**src/rtl/cpf_pkg.sv**
```systemverilog
/*
 Constants for the capture pin edge and entry interrupt flag block: register
 indices, byte addresses, field positions and reset values.
 Assumes a single 250 MHz clock and APB access with 32-bit data.
*/
// Operation
// RULE_01: Enabled entry interrupt condition sets entry flag.
// RULE_02: Flag bit is entry number modulo eight.
// RULE_03: Entry zero is highest address, evaluated first.
// RULE_04: Software clears entry flag in service routine.
// RULE_05: Entry flags ignore the area interrupt enable.
// RULE_06: Rise and fall selects pick capture edges.
// RULE_07: Two pins per control register, four bits each.
// RULE_08: Selected edge triggers capture and sets flag.
// RULE_09: Capture interrupt raised only when enabled.
// RULE_10: Software clears capture flag in its routine.
// RULE_11: All flag and control bits reset to zero; irq_en_r resets to all ones (RESET_IRQ_ENABLE = 12'hFFF).
// RULE_12: Flags readable, clearable, never set by software.
// RULE_13: Pins one and two control at 104Ah.
// RULE_14: Pins three and four control at 104Bh.
// RULE_15: Entry flag register decoded at 1049h.
// RULE_16: Prescaler divide one to eight, pins three onward.
// RULE_17: Write zero clears flag; set beats clear.
// RULE_18: Interrupt on enabled capture flag or entry flag.
`default_nettype none
package cpf_pkg;
   localparam int ADDR_W = 16;
   localparam int PIN_COUNT = 4;
   localparam int ENTRY_FLAGS = 8;
   localparam int PRESCALE_W = 3;
   // Printed offsets are not word aligned, so they are register indices.
   localparam logic [ADDR_W-1:0] IDX_ENTRY_FLAGS = 16'h1049;
   localparam logic [ADDR_W-1:0] IDX_CTRL_12 = 16'h104A;
   localparam logic [ADDR_W-1:0] IDX_CTRL_34 = 16'h104B;
   localparam logic [ADDR_W-1:0] IDX_PRESCALE = 16'h104D;
   localparam logic [ADDR_W-1:0] IDX_IRQ_STATUS = 16'h1050;
   localparam logic [ADDR_W-1:0] IDX_IRQ_CLEAR = 16'h1051;
   localparam logic [ADDR_W-1:0] IDX_IRQ_ENABLE = 16'h1052;
   // Field positions within one pin nibble.
   localparam int FLD_FALL = 0;
   localparam int FLD_RISE = 1;
   localparam int FLD_FLAG = 2;
   localparam int FLD_ENA = 3;
   localparam int NIBBLE_W = 4;
   localparam int PRESCALE_LSB = 3;
   localparam int STATUS_CAP_LSB = 8;
   localparam int STATUS_W = 12;
   localparam logic [7:0] RESET_BYTE = 8'h00;
   localparam logic [3:0] RESET_NIBBLE = 4'h0;
   localparam logic [STATUS_W-1:0] RESET_IRQ_ENABLE = 12'hFFF;
   localparam logic [PRESCALE_W-1:0] RESET_PRESCALE = 3'h0;
   localparam int PRESCALED_FIRST_PIN = 2;
   function automatic logic [ADDR_W-1:0] byte_addr(input logic [ADDR_W-1:0] idx);
      byte_addr = {idx[ADDR_W-3:0], 2'b00};
   endfunction : byte_addr
endpackage : cpf_pkg
`default_nettype wire

```
**src/rtl/cpf_cap_if.sv**
```systemverilog
/*
 Interface between the top and one capture edge detector.
 Assumes the pin level is synchronous to the block clock.
*/
`timescale 1ns/1ps
`default_nettype none
interface cpf_cap_if;
   import cpf_pkg::*;
   logic pin;
   logic capture_on_rise;
   logic capture_on_fall;
   logic [PRESCALE_W-1:0] capture_prescale_select;
   logic edge_event;
   modport ctrl (output pin, output capture_on_rise, output capture_on_fall,
                 output capture_prescale_select, input edge_event);
   modport det (input pin, input capture_on_rise, input capture_on_fall,
                input capture_prescale_select, output edge_event);
endinterface : cpf_cap_if
`default_nettype wire

```
**src/rtl/cpf_top.sv**
```systemverilog
/*
 Capture pin edge selection, capture flags and entry interrupt flags,
 reached over APB. Assumes the entry engine reports each met, enabled entry
 interrupt as a one-cycle pulse with its entry number.
*/
`timescale 1ns/1ps
`default_nettype none
module cpf_top #(
   parameter int ENTRY_W = 8
) (
   input wire logic pclk,
   input wire logic presetn,
   input wire logic psel,
   input wire logic penable,
   input wire logic pwrite,
   input wire logic [cpf_pkg::ADDR_W-1:0] paddr,
   input wire logic [31:0] pwdata,
   output logic [31:0] prdata,
   output logic pready,
   output logic pslverr,
   input wire logic entry_irq_valid,
   input wire logic [ENTRY_W-1:0] entry_irq_num,
   input wire logic [cpf_pkg::PIN_COUNT-1:0] capture_pin,
   output logic [cpf_pkg::PIN_COUNT-1:0] capture_trigger,
   output logic irq
);
   import cpf_pkg::*;

   // ****************************************************************
   // State
   // ****************************************************************
   logic [PIN_COUNT-1:0] fall_r, rise_r, ena_r, cflag_r;
   logic [ENTRY_FLAGS-1:0] eflag_r;
   logic [STATUS_W-1:0] irq_en_r;
   logic [PRESCALE_W-1:0] prescale_r;
   logic [PIN_COUNT-1:0] cap_event;
   logic [ENTRY_FLAGS-1:0] entry_set;
   logic [31:0] prdata_r;
   logic pready_r, pslverr_r, irq_r;
   logic [PIN_COUNT-1:0] capture_trigger_r;
   logic wr_en, rd_take, mapped;
   logic [STATUS_W-1:0] status;

   // ****************************************************************
   // Edge detectors
   // ****************************************************************
   cpf_cap_if cap_bus [PIN_COUNT] ();
   for (genvar g = 0; g < PIN_COUNT; g++) begin : g_pin
      assign cap_bus[g].pin = capture_pin[g];
      assign cap_bus[g].capture_on_rise = rise_r[g];
      assign cap_bus[g].capture_on_fall = fall_r[g];
      assign cap_bus[g].capture_prescale_select = prescale_r;
      assign cap_event[g] = cap_bus[g].edge_event;
      cpf_edge #(
         .USE_PRESCALE(g >= PRESCALED_FIRST_PIN)
      ) u_edge (
         .pclk(pclk),
         .presetn(presetn),
         .cap(cap_bus[g])
      );
   end

   // Entry numbers count from the start address downward, so the flag is
   // simply the low three bits of the number supplied by the engine.
   always_comb begin
      entry_set = '0;
      if (entry_irq_valid) begin
         entry_set[entry_irq_num[2:0]] = 1'b1; // RULE_01 RULE_02 RULE_03 RULE_05
      end
   end

   // ****************************************************************
   // Register access helpers
   // ****************************************************************
   function automatic logic [7:0] pack_pair(input int lo);
      pack_pair = {ena_r[lo+1], cflag_r[lo+1], rise_r[lo+1], fall_r[lo+1],
                   ena_r[lo], cflag_r[lo], rise_r[lo], fall_r[lo]}; // RULE_07
   endfunction : pack_pair

   function automatic logic hit(input logic [ADDR_W-1:0] idx);
      hit = (paddr == byte_addr(idx));
   endfunction : hit

   assign wr_en = psel & penable & pready_r & pwrite;
   assign rd_take = psel & penable & ~pready_r;
   assign mapped = hit(IDX_ENTRY_FLAGS) || hit(IDX_CTRL_12) || hit(IDX_CTRL_34) ||
                   hit(IDX_PRESCALE) || hit(IDX_IRQ_STATUS) || hit(IDX_IRQ_CLEAR) ||
                   hit(IDX_IRQ_ENABLE);
   assign status = {cflag_r, eflag_r};

   // ****************************************************************
   // APB slave, one wait state
   // ****************************************************************
   always_ff @(posedge pclk or negedge presetn) begin
      if (!presetn) begin
         pready_r <= 1'b0;
         pslverr_r <= 1'b0;
         prdata_r <= '0;
      end else begin
         pready_r <= rd_take;
         pslverr_r <= rd_take & ~mapped;
         if (rd_take) begin
            // Writes answer zero too, so an error answer never shows stale data.
            if (pwrite) begin
               prdata_r <= '0;
            end else if (hit(IDX_ENTRY_FLAGS)) begin
               prdata_r <= {24'h000000, eflag_r}; // RULE_15
            end else if (hit(IDX_CTRL_12)) begin
               prdata_r <= {24'h000000, pack_pair(0)}; // RULE_13
            end else if (hit(IDX_CTRL_34)) begin
               prdata_r <= {24'h000000, pack_pair(2)}; // RULE_14
            end else if (hit(IDX_PRESCALE)) begin
               prdata_r <= {26'h0000000, prescale_r, 3'h0};
            end else if (hit(IDX_IRQ_STATUS)) begin
               prdata_r <= {20'h00000, status};
            end else if (hit(IDX_IRQ_ENABLE)) begin
               prdata_r <= {20'h00000, irq_en_r};
            end else begin
               prdata_r <= '0;
            end
         end
      end
   end

   // ****************************************************************
   // Control bits
   // ****************************************************************
   always_ff @(posedge pclk or negedge presetn) begin
      if (!presetn) begin
         fall_r <= RESET_NIBBLE; // RULE_11
         rise_r <= RESET_NIBBLE;
         ena_r <= RESET_NIBBLE;
         prescale_r <= RESET_PRESCALE;
         irq_en_r <= RESET_IRQ_ENABLE;
      end else if (wr_en) begin
         if (hit(IDX_CTRL_12) || hit(IDX_CTRL_34)) begin
            for (int k = 0; k < 2; k++) begin
               automatic int p = (hit(IDX_CTRL_34) ? 2 : 0) + k;
               fall_r[p] <= pwdata[k*NIBBLE_W+FLD_FALL]; // RULE_12
               rise_r[p] <= pwdata[k*NIBBLE_W+FLD_RISE];
               ena_r[p] <= pwdata[k*NIBBLE_W+FLD_ENA];
            end
         end else if (hit(IDX_PRESCALE)) begin
            prescale_r <= pwdata[PRESCALE_LSB +: PRESCALE_W];
         end else if (hit(IDX_IRQ_ENABLE)) begin
            irq_en_r <= pwdata[STATUS_W-1:0];
         end
      end
   end

   // ****************************************************************
   // Flags: a new event wins over a clear in the same cycle
   // ****************************************************************
   always_ff @(posedge pclk or negedge presetn) begin
      if (!presetn) begin
         cflag_r <= RESET_NIBBLE; // RULE_11
      end else begin
         for (int p = 0; p < PIN_COUNT; p++) begin
            automatic logic clr = 1'b0;
            if (wr_en && hit(p < 2 ? IDX_CTRL_12 : IDX_CTRL_34)) begin
               clr = ~pwdata[(p % 2)*NIBBLE_W+FLD_FLAG]; // RULE_17 RULE_10
            end
            if (wr_en && hit(IDX_IRQ_CLEAR) && pwdata[STATUS_CAP_LSB+p]) begin
               clr = 1'b1;
            end
            if (cap_event[p]) begin
               cflag_r[p] <= 1'b1; // RULE_08 RULE_17
            end else if (clr) begin
               cflag_r[p] <= 1'b0; // RULE_12
            end
         end
      end
   end

   always_ff @(posedge pclk or negedge presetn) begin
      if (!presetn) begin
         eflag_r <= RESET_BYTE; // RULE_11
      end else begin
         for (int b = 0; b < ENTRY_FLAGS; b++) begin
            if (entry_set[b]) begin
               eflag_r[b] <= 1'b1; // RULE_01 RULE_17
            end else if (wr_en && hit(IDX_ENTRY_FLAGS) && !pwdata[b]) begin
               eflag_r[b] <= 1'b0; // RULE_04 RULE_17
            end else if (wr_en && hit(IDX_IRQ_CLEAR) && pwdata[b]) begin
               eflag_r[b] <= 1'b0;
            end
         end
      end
   end

   // ****************************************************************
   // Outputs
   // ****************************************************************
   always_ff @(posedge pclk or negedge presetn) begin
      if (!presetn) begin
         capture_trigger_r <= RESET_NIBBLE;
         irq_r <= 1'b0;
      end else begin
         capture_trigger_r <= cap_event; // RULE_08
         // The extra enable register defaults open so entry flags alone, and capture flags with their ena_r bit set, raise irq.
         irq_r <= |(eflag_r & irq_en_r[ENTRY_FLAGS-1:0]) |
                  |(cflag_r & ena_r & irq_en_r[STATUS_W-1:STATUS_CAP_LSB]); // RULE_09 RULE_18
      end
   end

   assign prdata = prdata_r;
   assign pready = pready_r;
   assign pslverr = pslverr_r;
   assign capture_trigger = capture_trigger_r;
   assign irq = irq_r;
endmodule : cpf_top
`default_nettype wire

```
**src/rtl/cpf_edge.sv**
```systemverilog
/*
 Edge detector with optional prescaler for one capture pin.
 Assumes pin input is already synchronous to pclk.
*/
`timescale 1ns/1ps
`default_nettype none
module cpf_edge #(
   parameter bit USE_PRESCALE = 1'b0
) (
   input wire logic pclk,
   input wire logic presetn,
   cpf_cap_if.det cap
);
   import cpf_pkg::*;
   logic pin_prev_r;
   logic [PRESCALE_W-1:0] div_cnt_r;
   logic sel_edge;
   logic last_of_group;

   // Edge choice per the two select bits; both low disables capture.
   assign sel_edge = (cap.capture_on_rise & cap.pin & ~pin_prev_r) |
                     (cap.capture_on_fall & ~cap.pin & pin_prev_r); // RULE_06
   // A select lowered mid-count ends the group at once, never stranding it.
   assign last_of_group = !USE_PRESCALE || (div_cnt_r >= cap.capture_prescale_select);
   assign cap.edge_event = sel_edge & last_of_group; // RULE_16

   always_ff @(posedge pclk or negedge presetn) begin
      if (!presetn) begin
         pin_prev_r <= 1'b0;
      end else begin
         pin_prev_r <= cap.pin;
      end
   end

   always_ff @(posedge pclk or negedge presetn) begin
      if (!presetn) begin
         div_cnt_r <= RESET_PRESCALE;
      end else if (sel_edge) begin
         div_cnt_r <= last_of_group ? RESET_PRESCALE : div_cnt_r + 3'h1; // RULE_16
      end
   end
endmodule : cpf_edge
`default_nettype wire

```
**config.mk**
```make
export PLATFORM = sky130hd
export DESIGN_NAME = cpf_top
export DESIGN_NICKNAME = d
export VERILOG_FILES = /design/src/rtl/cpf_pkg.sv /design/src/rtl/cpf_cap_if.sv /design/src/rtl/cpf_top.sv /design/src/rtl/cpf_edge.sv
export SDC_FILE = /design/constraint.sdc
export NUM_CORES = 1
export LEC_CHECK = 0
export ABC_AREA = 1
export BUFFER_PORTS_ARGS = -buffer_cell sky130_fd_sc_hd__buf_4
export CAP_MARGIN = 20
export CORE_ASPECT_RATIO = 1.75
export CORE_MARGIN = 5
export CORE_UTILIZATION = 50
export CTS_CLUSTER_DIAMETER = 50
export CTS_CLUSTER_SIZE = 12
export DETAILED_ROUTE_END_ITERATION = 8
export GPL_TIMING_DRIVEN = 0
export HOLD_SLACK_MARGIN = 0.08
export PLACE_DENSITY = 0.83
export SYNTH_ARGS = -nofsm -noshare
export SYNTH_HDL_FRONTEND = slang
export SYNTH_SLANG_ARGS = --single-unit
```
**constraint.sdc**
```tcl
create_clock -name pclk -period 4.6 [get_ports pclk]
set_clock_uncertainty 0.2 [all_clocks]
set_input_delay 0.46 -clock pclk [delete_from_list [all_inputs] [get_ports pclk]]
set_output_delay 0.46 -clock pclk [all_outputs]
set_load 0.005 [all_outputs]
```
==> results of run 1 <==
## kinds of logic after synthesis
group	Yosys count	share of synthesized area, %
AO/OA/AOI/OAI	88	12.42
adder cells (fa/ha/maj)	8	2.472
buffers and inverters	104	13.19
flip-flops	68	42.38
multiplexers	2	0.5560
other	1	0.09259
AND/OR/NAND/NOR	227	28.88
## sequential cells by signal (all words and copies together), names as in the netlist
name,count
cap_bus.capture_prescale_select,3
rise_r,4
irq,1
capture_trigger,4
g_pin.u_edge.pin_prev_r,4
eflag_r,8
ena_r,4
fall_r,4
pslverr,1
cflag_r,4
prdata,12
irq_en_r,12
g_pin.u_edge.div_cnt_r,6
pready,1
## power by group
part | internal [mW] | switching, mW | total, mW
clock network | 0.588 | 0.276 | 0.864
registers | 0.622 | 0.0227 | 0.645
logic | 0.0684 | 0.0883 | 0.157
total | 1.28 | 0.387 | 1.66
## area by class of cell
cell class                 count  area share (%)
multi-input combinational    345           36.69
buffer                        31           5.104
tap                           90           2.209
sequential                    68           33.67
inverter                      73           5.374
clock inverter                 7           2.871
timing repair buffer          64           9.669
clock buffer                   9           4.417
## through the flow
step | power, mW | std cells | util [%] | setup WS [ns] | hold WS [ns]
6_report | 1.665 | 687 | 64.47 | 2.523 | 0.1628
5_1_grt | 1.721 | 687 | 64.47 | 2.328 | 0.1673
4_1_cts | 1.675 | 687 | 64.47 | 2.519 | 0.1596
3_5_place_dp | 0.8075 | 666 | 59.14 | 2.469 | 0.2665
3_3_place_gp | 0.7961 | 666 | 59.14 | 2.458 | 0.2477
2_1_floorplan | 0.7310 | 517 | - | 2.834 | -0.03559
## repair_timing
| item | CTS | global route |
|---|---|---|
| hold buffers | 5 | 0 |
| hold endpoints to repair | 60 | 0 |
| setup endpoints to repair | 0 | 0 |
## Yosys cell counts (all sizes together) (3+ instances only)
master  instances
nand2         132
dfrtp          56
ha              8
inv            73
dfstp          12
nand4          24
nor2           34
a31oi           3
buf            30
nand3          27
nand3b          4
o211ai          8
o21ai          64
a21oi           7
## worst max-delay path by stage
stage                   startpoint                      endpoint  slack (ns)
floorplan                paddr[13]                     rise_r[1]        2.83
global placement          paddr[1]                     prdata[3]        2.46
detailed placement       paddr[11]                    eflag_r[1]        2.47
CTS                 capture_pin[3]  g_pin[3].u_edge.div_cnt_r[2]        2.52
global route        capture_pin[3]  g_pin[3].u_edge.div_cnt_r[2]        2.33
finish              capture_pin[3]  g_pin[3].u_edge.div_cnt_r[2]        2.52
## routing by layer
metal	GRT usage, %	wire, µm	vias up
met1	26.27	4236	1721
met4	13.43	550	0
met2	46.48	6461	136
li1	-	-	1784
met5	0	0	-
met3	2.851	551	32
## tightest hold or removal path: cells and delay by family
family / cells / cell delay (ns)
buffers and inverters: 1 / 0.11
AND/OR/NAND/NOR: 2 / 0.09
==> flow_summary.toml, run 1 <==
[worst_setup_path]
cp.buffers_inverters = 2
r2r_cells = 9
critPathSlowestCell = "sky130_fd_sc_hd__dlygate4sd3_1"
rr_startpoint = "cap_bus[0].capture_prescale_select[2]"
cpPeakStageDelay_ns = 0.53
rr_endpoint = "g_pin[3].u_edge.div_cnt_r[2]"
crit_type = "input pin to flop"
critPathTopFamily = "buffers and inverters"
cp-end-kind = "flop"
critPathRequiredTime_ns = 4.66
critPathMostFrequentCell = "sky130_fd_sc_hd__nand2_1"
reg2reg_slack_ns = 2.70
critical_path_cell_count = 7
cp.arrival_ns = 2.14
timing.critical_path.from_type = "input pin"
path_max_fanout = 6
crit_chain = "dlygate4sd3_1 -> buf_4 -> nand2_1 -> o21ai_0 -> nand2_1 -> or2_2 -> a21oi_1"

[floorplan]
core.rowCount = 43
floorplan.die.height_um = 129.1
area_of_the_die_um2 = 10070
floorplan.initialDensity_pct = 51.21
io-pin-count = 105
design.core.area_um2 = 7909
die_w_um = 78.04

[clock_tree]
postCtsSetupBuffers = 0
worstSkewPairLatency_ns = 0.34
sinks_on_clock_net = 68
ctsResizeCount = 0
worst_setup_hold_path_clk_slew_ns = 0.06
ctsRootBufferMaster = "sky130_fd_sc_hd__clkbuf_16"
clock_tree.buffer_depth = 2
tritoncts = "built"
total_number_of_h_tree_levels = 3
cts_buffers = 9

[routing]
postRouteAntennaNets = 0
detail_route.vias_per_cell = 5.346
initialDrtViolationCount = 228
avgRoutedWirePerCell_um = 17.18
totalWireLength_um = 11800
detailroute.via_count = 3673
firstDrtPassIters = 5
route.detailed.drc = 0

[global_route]
grt_antenna_before_repair = 0
grt_pass1_wl_um = 19240
grt_pass1_vias = 3838
globalRouteTotalUtil_pct = 24.71
total_congestion_overflow = 0
grt_max_degree = 69

[layout]
top_library_cells_by_usage_in_the_layout_fill_and_taps_aside = "125 x sky130_fd_sc_hd__nand2_1, 79 x sky130_fd_sc_hd__buf_4, 69 x sky130_fd_sc_hd__inv_1, 56 x sky130_fd_sc_hd__dfrtp_1, 32 x sky130_fd_sc_hd__o21ai_1"
relative_area_change_from_synthesis_to_final_layout_pct = 25.89
fillers = 691
num_antenna_cells = 0
num-nets-final = 666
register_area_um2 = 1717
layout.cell_area.non_filler_um2 = 5099
layout-drive-gt1-share_pct = 26.30
leading_cell_type_in_the_layout_fill_and_taps_excluded = "sky130_fd_sc_hd__nand2_1"
area_occupied_by_multi_input_gates_um2 = 1871

[outcome]
outcome = "complete, no violations"

[yosys]
synth_sequential_area_ratio_pct = 42.38
syn-cell-area_um2 = 4050
synth.distinct_cells = 40
synth_top_cell_by_area = "sky130_fd_sc_hd__dfrtp_1"
synth-warning-count = 0
synthesis.area_per_instance_um2 = 8.133
number_of_enable_flip_flop_cells_after_synthesis = 0
ys_async_rst_share_pct = 100.0
synth_top_area_share_pct = 34.60
synthesis.instances = 498
ys_ff_latch = 68
ys.flop_type = "sky130_fd_sc_hd__dfrtp_1"
ys_top_cells_by_area = "sky130_fd_sc_hd__dfrtp_1 35%, sky130_fd_sc_hd__nand2_1 12%, sky130_fd_sc_hd__dfstp_2 7.8%"

[placement]
detailedPlacementHpwl_um = 9174
buffer_ports.inserted = 59
place_area_um2 = 4677
gp_congestion = 0.9604

[power]
power.ir.vdd_worst_v = 0.0002693
ratio_of_total_power_to_cell_area_nw_per_um2 = 326.5
p_leak_nw = 2.741

[sta]
final-hold-violation-count = 0
setup_tns_ns = 0
clock.fmax_mhz = 481.3
final_number_of_setup_violating_endpoints = 0
final_slew_violations = 0
timing.slew.headroom_pct = 42.67
rsz0062_at_grt = "false"
period_share_pct = 45.16
layout_min_cycle_time_ns = 2.077
slew_at_the_pin_closest_to_its_max_slew_limit_ns = 0.8600

[min_path]
min_path_cells = 3
hold_start = "penable"
hold_path_class = "input pin to flop"
hold_end = "pready"

[run]
number_of_violations_of_the_max_capacitance_limit = 0
Note: power is estimated with default switching activity, not from simulation.
==> run 2: changes to the inputs <==
- ABC_AREA: 1 -> 0
- CORE_UTILIZATION: 50 -> 47
- clock period: 4.6 -> 1.9 ns (I/O delays scaled with it)
==> run 2 against run 1 <==
The flow now finishes with violations (setup timing). Global-route usage shrank 2.9 points. Clock power rose to 2.6 times the previous value. Design area increased by 4.7%. Die area is 3.0% lower. Largest cell class unchanged. Combinational power increased by 99%. Area after synthesis shrank 9.1%.
==> flow_summary.toml, run 2 <==
[sta]
clock.fmax_mhz = 519.4
layout_min_cycle_time_ns = 1.925
rsz0062_at_grt = "true"
final_slew_violations = 0
setup_tns_ns = -0.02520
period_share_pct = 101.3
timing.slew.headroom_pct = 41.82
finalHoldWorstSlack_ns = 0.1192
final-hold-violation-count = 0
final_number_of_setup_violating_endpoints = 1
fin_ws_ns = -0.02520
slew_at_the_pin_closest_to_its_max_slew_limit_ns = 0.8727

[floorplan]
io-pin-count = 105
floorplan.initialDensity_pct = 48.29
die_w_um = 76.89
floorplan.die.height_um = 127.1
design.core.area_um2 = 7620
area_of_the_die_um2 = 9768
core.rowCount = 42

[run]
number_of_violations_of_the_max_capacitance_limit = 0

[min_path]
hold_path_class = "input pin to flop"
min_path_cells = 4
hold_start = "paddr[2]"
hold_end = "prdata[4]"

[worst_setup_path]
critPathRequiredTime_ns = 1.93
cp-end-kind = "flop"
crit_type = "input pin to flop"
path_max_fanout = 6
reg2reg_slack_ns = 0
r2r_cells = 6
timing.critical_path.from_type = "input pin"
rr_startpoint = "pready"
rr_endpoint = "cflag_r[1]"
cp.arrival_ns = 1.95

[power]
p_leak_nw = 2.558
power.ir.vdd_worst_v = 0.0007007
net-switching-power_uw = 797.2
p_int_mw = 3.212
comb_power_share_pct = 7.8
ratio_of_total_power_to_cell_area_nw_per_um2 = 751.0
clock_power_share_pct = 55.3
switching_share_pct = 19.88
sequentialPowerShare_pct = 36.9

[yosys]
ys_top_cells_by_area = "sky130_fd_sc_hd__dfrtp_1 38%, sky130_fd_sc_hd__dfstp_2 8.6%, sky130_fd_sc_hd__mux2_2 8.0%"
synth_top_cell_by_area = "sky130_fd_sc_hd__dfrtp_1"
ys_ff_latch = 68
synth_top_area_share_pct = 38.08
syn-cell-area_um2 = 3680
ys_async_rst_share_pct = 100.0
synthesis.area_per_instance_um2 = 11.18
synth_sequential_area_ratio_pct = 46.65
synthesis.instances = 329
ys.flop_type = "sky130_fd_sc_hd__dfrtp_1"
synth-warning-count = 0
yosys.cell_count.top_type = "sky130_fd_sc_hd__dfrtp_1"
number_of_enable_flip_flop_cells_after_synthesis = 0
synth.distinct_cells = 56
synth_commonest_cells = "56 x sky130_fd_sc_hd__dfrtp_1, 26 x sky130_fd_sc_hd__mux2_2, 26 x sky130_fd_sc_hd__nand2_1"

[routing]
detailroute.via_count = 3285
detail_route.vias_per_cell = 5.866
totalWireLength_um = 11040
initialDrtViolationCount = 259
route.detailed.drc = 0
postRouteAntennaNets = 0
firstDrtPassIters = 5
avgRoutedWirePerCell_um = 19.71

[layout]
register_area_um2 = 1717
num_antenna_cells = 0
top_library_cells_by_usage_in_the_layout_fill_and_taps_aside = "107 x sky130_fd_sc_hd__buf_4, 56 x sky130_fd_sc_hd__dfrtp_1, 25 x sky130_fd_sc_hd__nand2_1, 21 x sky130_fd_sc_hd__dlygate4sd3_1, 20 x sky130_fd_sc_hd__conb_1"
fillers = 520
num-nets-final = 541
area_occupied_by_multi_input_gates_um2 = 1973
relative_area_change_from_synthesis_to_final_layout_pct = 45.09
layout-drive-gt1-share_pct = 43.01
leading_cell_type_in_the_layout_fill_and_taps_excluded = "sky130_fd_sc_hd__buf_4"
count_of_placed_standard_cells_in_the_final_layout_fillers_left_out = 560

[placement]
detailedPlacementHpwl_um = 7521
buffer_ports.inserted = 58
gp_congestion = 0.9337
place.detailed.instances = 494

[clock_tree]
total_number_of_h_tree_levels = 3
sinks_on_clock_net = 68
cts_buffers = 9
worstSkewPairLatency_ns = 0.34
worst_setup_hold_path_clk_slew_ns = 0.06
tritoncts = "built"
ctsRootBufferMaster = "sky130_fd_sc_hd__clkbuf_16"
clock_tree.buffer_depth = 2

[outcome]
violated_checks = "setup timing"
outcome = "finished with violations"

[global_route]
grt_pass1_vias = 3297
grt_max_degree = 69
globalRouteTotalUtil_pct = 21.81
grt_antenna_before_repair = 0
grt_pass1_wl_um = 16760
total_congestion_overflow = 0
## run 2: worst max path at each step
stage	from	endpoint	slack [ns]	cells after the start
2_1_floorplan	pready	ena_r[2]	-0.19	4
3_3_place_gp	pready	rise_r[2]	-0.53	4
3_5_place_dp	pready	fall_r[3]	-0.56	4
4_1_cts	paddr[1]	eflag_r[3]	-0.02	6
5_1_grt	g_pin[3].u_edge.div_cnt_r[0]	cflag_r[3]	-0.08	7
6_report	paddr[9]	cflag_r[3]	-0.03	7
## run 2: power groups by stage
stage	sequential, mW	combinational [mW]	clock, mW
detailed placement	1.50	0.249	0
global route	1.48	0.340	2.29
floorplan	1.50	0.102	0
CTS	1.48	0.291	2.23
finish	1.48	0.313	2.22
global placement	1.50	0.241	0
## run 2: cells by family after synthesis
group	count (synthesis)	share of synthesized area (%)
AO/OA/AOI/OAI	78	14.65
XOR/XNOR	1	0.2381
adder cells (fa/ha/maj)	8	2.720
buffers and inverters	37	6.359
flip-flops	68	46.65
multiplexers	34	10.13
other	1	0.1019
AND/OR/NAND/NOR	102	19.14
## run 2: final cells by class
cell class | count | share of cell area (%)
buffer | 27 | 4.429
clock buffer | 10 | 4.476
clock inverter | 6 | 2.976
inverter | 10 | 0.7031
multi-input combinational | 243 | 36.96
sequential | 68 | 32.15
tap | 88 | 2.062
timing repair buffer | 108 | 16.24
## run 2: critical path, cell delays in order
cell and delay [ns]:
sky130_fd_sc_hd__buf_4 0.12, sky130_fd_sc_hd__nor4b_4 0.42, sky130_fd_sc_hd__buf_4 0.19, sky130_fd_sc_hd__nand4_1 0.30, sky130_fd_sc_hd__o31ai_1 0.42, sky130_fd_sc_hd__a21oi_2 0.06, sky130_fd_sc_hd__or2_4 0.25
## run 2: what timing repair did
| action | 4_1_cts | 5_1_grt |
|---|---|---|
| resized for setup | 10 | 30 |
| setup buffers | 10 | 18 |
| hold endpoints to repair | 100 | 0 |
| pin swaps | 7 | 18 |
| endpoints found under the setup margin | 44 | 50 |
| gates cloned | 0 | 1 |
| hold buffers | 21 | 0 |
## run 2: layer usage
layer  GRT usage [%]  vias to the layer above  routed length [µm]
li1                -                     1477                   -
met1           23.30                     1629                4010
met2           38.71                      146                5913
met3           5.634                       33                 693
met4           11.64                        0                 418
met5               0                        -                   0
## run 2: stage by stage
stage / worst slack, ns / total power, mW / utilization (%) / cell area (µm²)
final: -0.02520 / 4.009 / 70.07 / 5339
after global routing: -0.08476 / 4.113 / 70.07 / 5339
after global placement: -0.5308 / 1.744 / 57.21 / 4359
after floorplan: -0.1881 / 1.601 / - / 3814
after CTS: -0.02364 / 4.002 / 66.86 / 5095
after detailed placement: -0.5641 / 1.753 / 57.21 / 4359
==> run 3: changes to the inputs <==
- CORE_ASPECT_RATIO: 1.75 -> default
- SYNTH_HIERARCHICAL: default -> 1
==> run 3 against run 2 <==
The flow still finishes with violations (setup timing). Count of clock-buffer cells in the layout down 1. Non-clock buffer count decreased by 19. Power fell by 25%. First-iteration DRC count increased by 3.5%. Worst setup slack gained 0.017 ns. Combinational power increased by 11%. Highest routed layer unchanged. Area after synthesis rose by 2.2%. Core utilization down 7.0 points. Synthesized cell count up 11%. Routed wire length shrank 10%. Die area grew 1.3%. Sequential cell count stayed put.
==> flow_summary.toml, run 3 <==
[sta]
slew_at_the_pin_closest_to_its_max_slew_limit_ns = 0.8142
timing.slew.headroom_pct = 45.72
fin_ws_ns = -0.007808
finalHoldWorstSlack_ns = 0.09011
setup_tns_ns = -0.007808
clock.fmax_mhz = 524.2
final_slew_violations = 0
final_number_of_setup_violating_endpoints = 1
layout_min_cycle_time_ns = 1.908
period_share_pct = 100.4
rsz0062_at_grt = "true"
final-hold-violation-count = 0

[worst_setup_path]
path_max_fanout = 6
timing.critical_path.from_type = "flop"
r2r_cells = 5
rr_endpoint = "cflag_r[2]"
cp.arrival_ns = 1.95
reg2reg_slack_ns = -0.008
rr_startpoint = "pready"
critPathRequiredTime_ns = 1.95
crit_type = "flop to flop"
cp-end-kind = "flop"

[outcome]
outcome = "finished with violations"
violated_checks = "setup timing"

[global_route]
grt_pass1_vias = 3194
grt_pass1_wl_um = 16050
total_congestion_overflow = 0
grt_antenna_before_repair = 0
grt_max_degree = 69
globalRouteTotalUtil_pct = 20.85

[yosys]
number_of_enable_flip_flop_cells_after_synthesis = 0
ys.flop_type = "sky130_fd_sc_hd__dfrtp_1"
synth_commonest_cells = "56 x sky130_fd_sc_hd__dfrtp_1, 29 x sky130_fd_sc_hd__nand2_1, 28 x sky130_fd_sc_hd__mux2_2, 28 x sky130_fd_sc_hd__nor2_1, 24 x sky130_fd_sc_hd__o21ai_0"
syn-cell-area_um2 = 3762
ys_ff_latch = 68
synthesis.instances = 366
ys_async_rst_share_pct = 100.0
synth-warning-count = 6
synthesis.area_per_instance_um2 = 10.28
synth_top_cell_by_area = "sky130_fd_sc_hd__dfrtp_1"
synth_top_area_share_pct = 37.25
synth_sequential_area_ratio_pct = 45.63
yosys.cell_count.top_type = "sky130_fd_sc_hd__dfrtp_1"
synth.distinct_cells = 58
ys_top_cells_by_area = "sky130_fd_sc_hd__dfrtp_1 37%, sky130_fd_sc_hd__dfstp_2 8.4%, sky130_fd_sc_hd__mux2_2 8.4%"

[routing]
wirelength_met1_um = 4131
detailroute.wirelength.met2_um = 4828
initialDrtViolationCount = 268
uppermost_layer_routed = "met4"
detailroute.via_count = 3237
met3RoutedLength_um = 708
totalWireLength_um = 9921
avgRoutedWirePerCell_um = 16.87
firstDrtPassIters = 6
postRouteAntennaNets = 0
route.detailed.drc = 0
detail_route.vias_per_cell = 5.505

[floorplan]
core.rowCount = 32
io-pin-count = 105
floorplan.initialDensity_pct = 48.44
area_of_the_die_um2 = 9894
design.core.area_um2 = 7767
floorplan.die.height_um = 99.47
die_w_um = 99.47

[placement]
place_area_um2 = 4397
place.detailed.instances = 545
gp_congestion = 0.9724
buffer_ports.inserted = 58
detailedPlacementHpwl_um = 7395

[min_path]
hold_path_class = "input pin to flop"
min_path_cells = 4
hold_end = "prdata[5]"
hold_start = "paddr[4]"

[layout]
num_antenna_cells = 0
count_of_placed_standard_cells_in_the_final_layout_fillers_left_out = 588
layout.cell_area.non_filler_um2 = 4898
finalCoreUtilization_pct = 63.06
num-nets-final = 555
layout-drive-gt1-share_pct = 33.13
relative_area_change_from_synthesis_to_final_layout_pct = 30.20
top_library_cells_by_usage_in_the_layout_fill_and_taps_aside = "82 x sky130_fd_sc_hd__buf_4, 56 x sky130_fd_sc_hd__dfrtp_1, 29 x sky130_fd_sc_hd__nand2_1, 28 x sky130_fd_sc_hd__mux2_2, 27 x sky130_fd_sc_hd__nor2_1"
leading_cell_type_in_the_layout_fill_and_taps_excluded = "sky130_fd_sc_hd__buf_4"

[power]
p_leak_nw = 2.307
ratio_of_total_power_to_cell_area_nw_per_um2 = 618.0
power.ir.vdd_worst_v = 0.0003006

[clock_tree]
total_number_of_h_tree_levels = 3
worst_setup_hold_path_clk_slew_ns = 0.08
clock_tree.buffer_depth = 2
cts_buffers = 9
worstSkewPairLatency_ns = 0.36
sinks_on_clock_net = 68
ctsRootBufferMaster = "sky130_fd_sc_hd__clkbuf_8"
tritoncts = "built"

[run]
number_of_violations_of_the_max_capacitance_limit = 0
-- run 3: cell count changes after synthesis, sizes merged, moves of 4 or more --
cell / delta
o21a: +4
a32o: -4
nor2b: +4
nor2: +21
nor3: -4
and3b: +4
o31ai: +4
clkbuf: +5
nor4b: -6
o21ai: +5
o32a: +4
a21oi: +13
a22oi: -11
-- run 3: power by group --
group | internal (mW) | leakage, nW | switching, mW
logic | 0.174 | 1.38 | 0.174
registers | 1.46 | 0.835 | 0.0158
clock network | 0.611 | 0.0958 | 0.588
-- run 3: area by class of cell --
class,instances,area [µm²]
inverter,12,45.04
multi-input combinational,274,1897
tap,102,127.6
sequential,68,1717
clock inverter,7,76.32
clock buffer,9,123.9
fill,591,2869
buffer,29,195.2
timing repair buffer,87,716.9
-- run 3: routing by layer --
| metal | vias up | track usage [%] |
|---|---|---|
| li1 | 1527 | - |
| met1 | 1555 | 26.26 |
| met2 | 138 | 34.25 |
| met3 | 17 | 4.418 |
| met4 | 0 | 9.769 |
| met5 | - | 0 |
-- run 3: repair_timing --
action                                  in CTS  in global routing
endpoints found under the setup margin      10                 20
hold endpoints to repair                   106                  3
resized for setup                            3                  8
setup buffers                                4                  1
pin swaps                                    3                  1
hold buffers                                23                  1
-- run 3: worst max path at each step --
stage / startpoint / end / slack, ns / cells past startpoint
after floorplan: pready / cflag_r[2] / 0.01 / 6
after global placement: paddr[3] / cflag_r[3] / -0.32 / 7
after detailed placement: paddr[3] / cflag_r[2] / -0.35 / 7
after CTS: pready / cflag_r[2] / -0.04 / 5
after global routing: pready / cflag_r[3] / -0.05 / 5
final: pready / cflag_r[2] / -0.008 / 5
-- run 3: per-stage QoR --
stage	setup WS, ns	power [mW]
2_1_floorplan	0.01288	1.648
3_3_place_gp	-0.3225	1.794
3_5_place_dp	-0.3462	1.799
4_1_cts	-0.03727	3.029
5_1_grt	-0.04691	3.132
6_report	-0.007808	3.027
-- run 3: kinds of logic (layout without fill, tap and decap cells) --
family	after synthesis	in the layout	synth area share, %
buffers and inverters	43	144	6.751
XOR/XNOR	1	1	0.2328
flip-flops	68	68	45.63
other	1	20	0.09967
multiplexers	36	36	10.51
AND/OR/NAND/NOR	113	113	16.86
AO/OA/AOI/OAI	96	96	17.26
adder cells (fa/ha/maj)	8	8	2.661
-- run 3: critical path: stages, from the launching register on --
cell and delay (ns):
sky130_fd_sc_hd__dfrtp_1 0.37, sky130_fd_sc_hd__and4_4 0.24, sky130_fd_sc_hd__nand4_4 0.12, sky130_fd_sc_hd__or3_4 0.41
sky130_fd_sc_hd__or2_1 0.24, sky130_fd_sc_hd__a31o_1 0.21
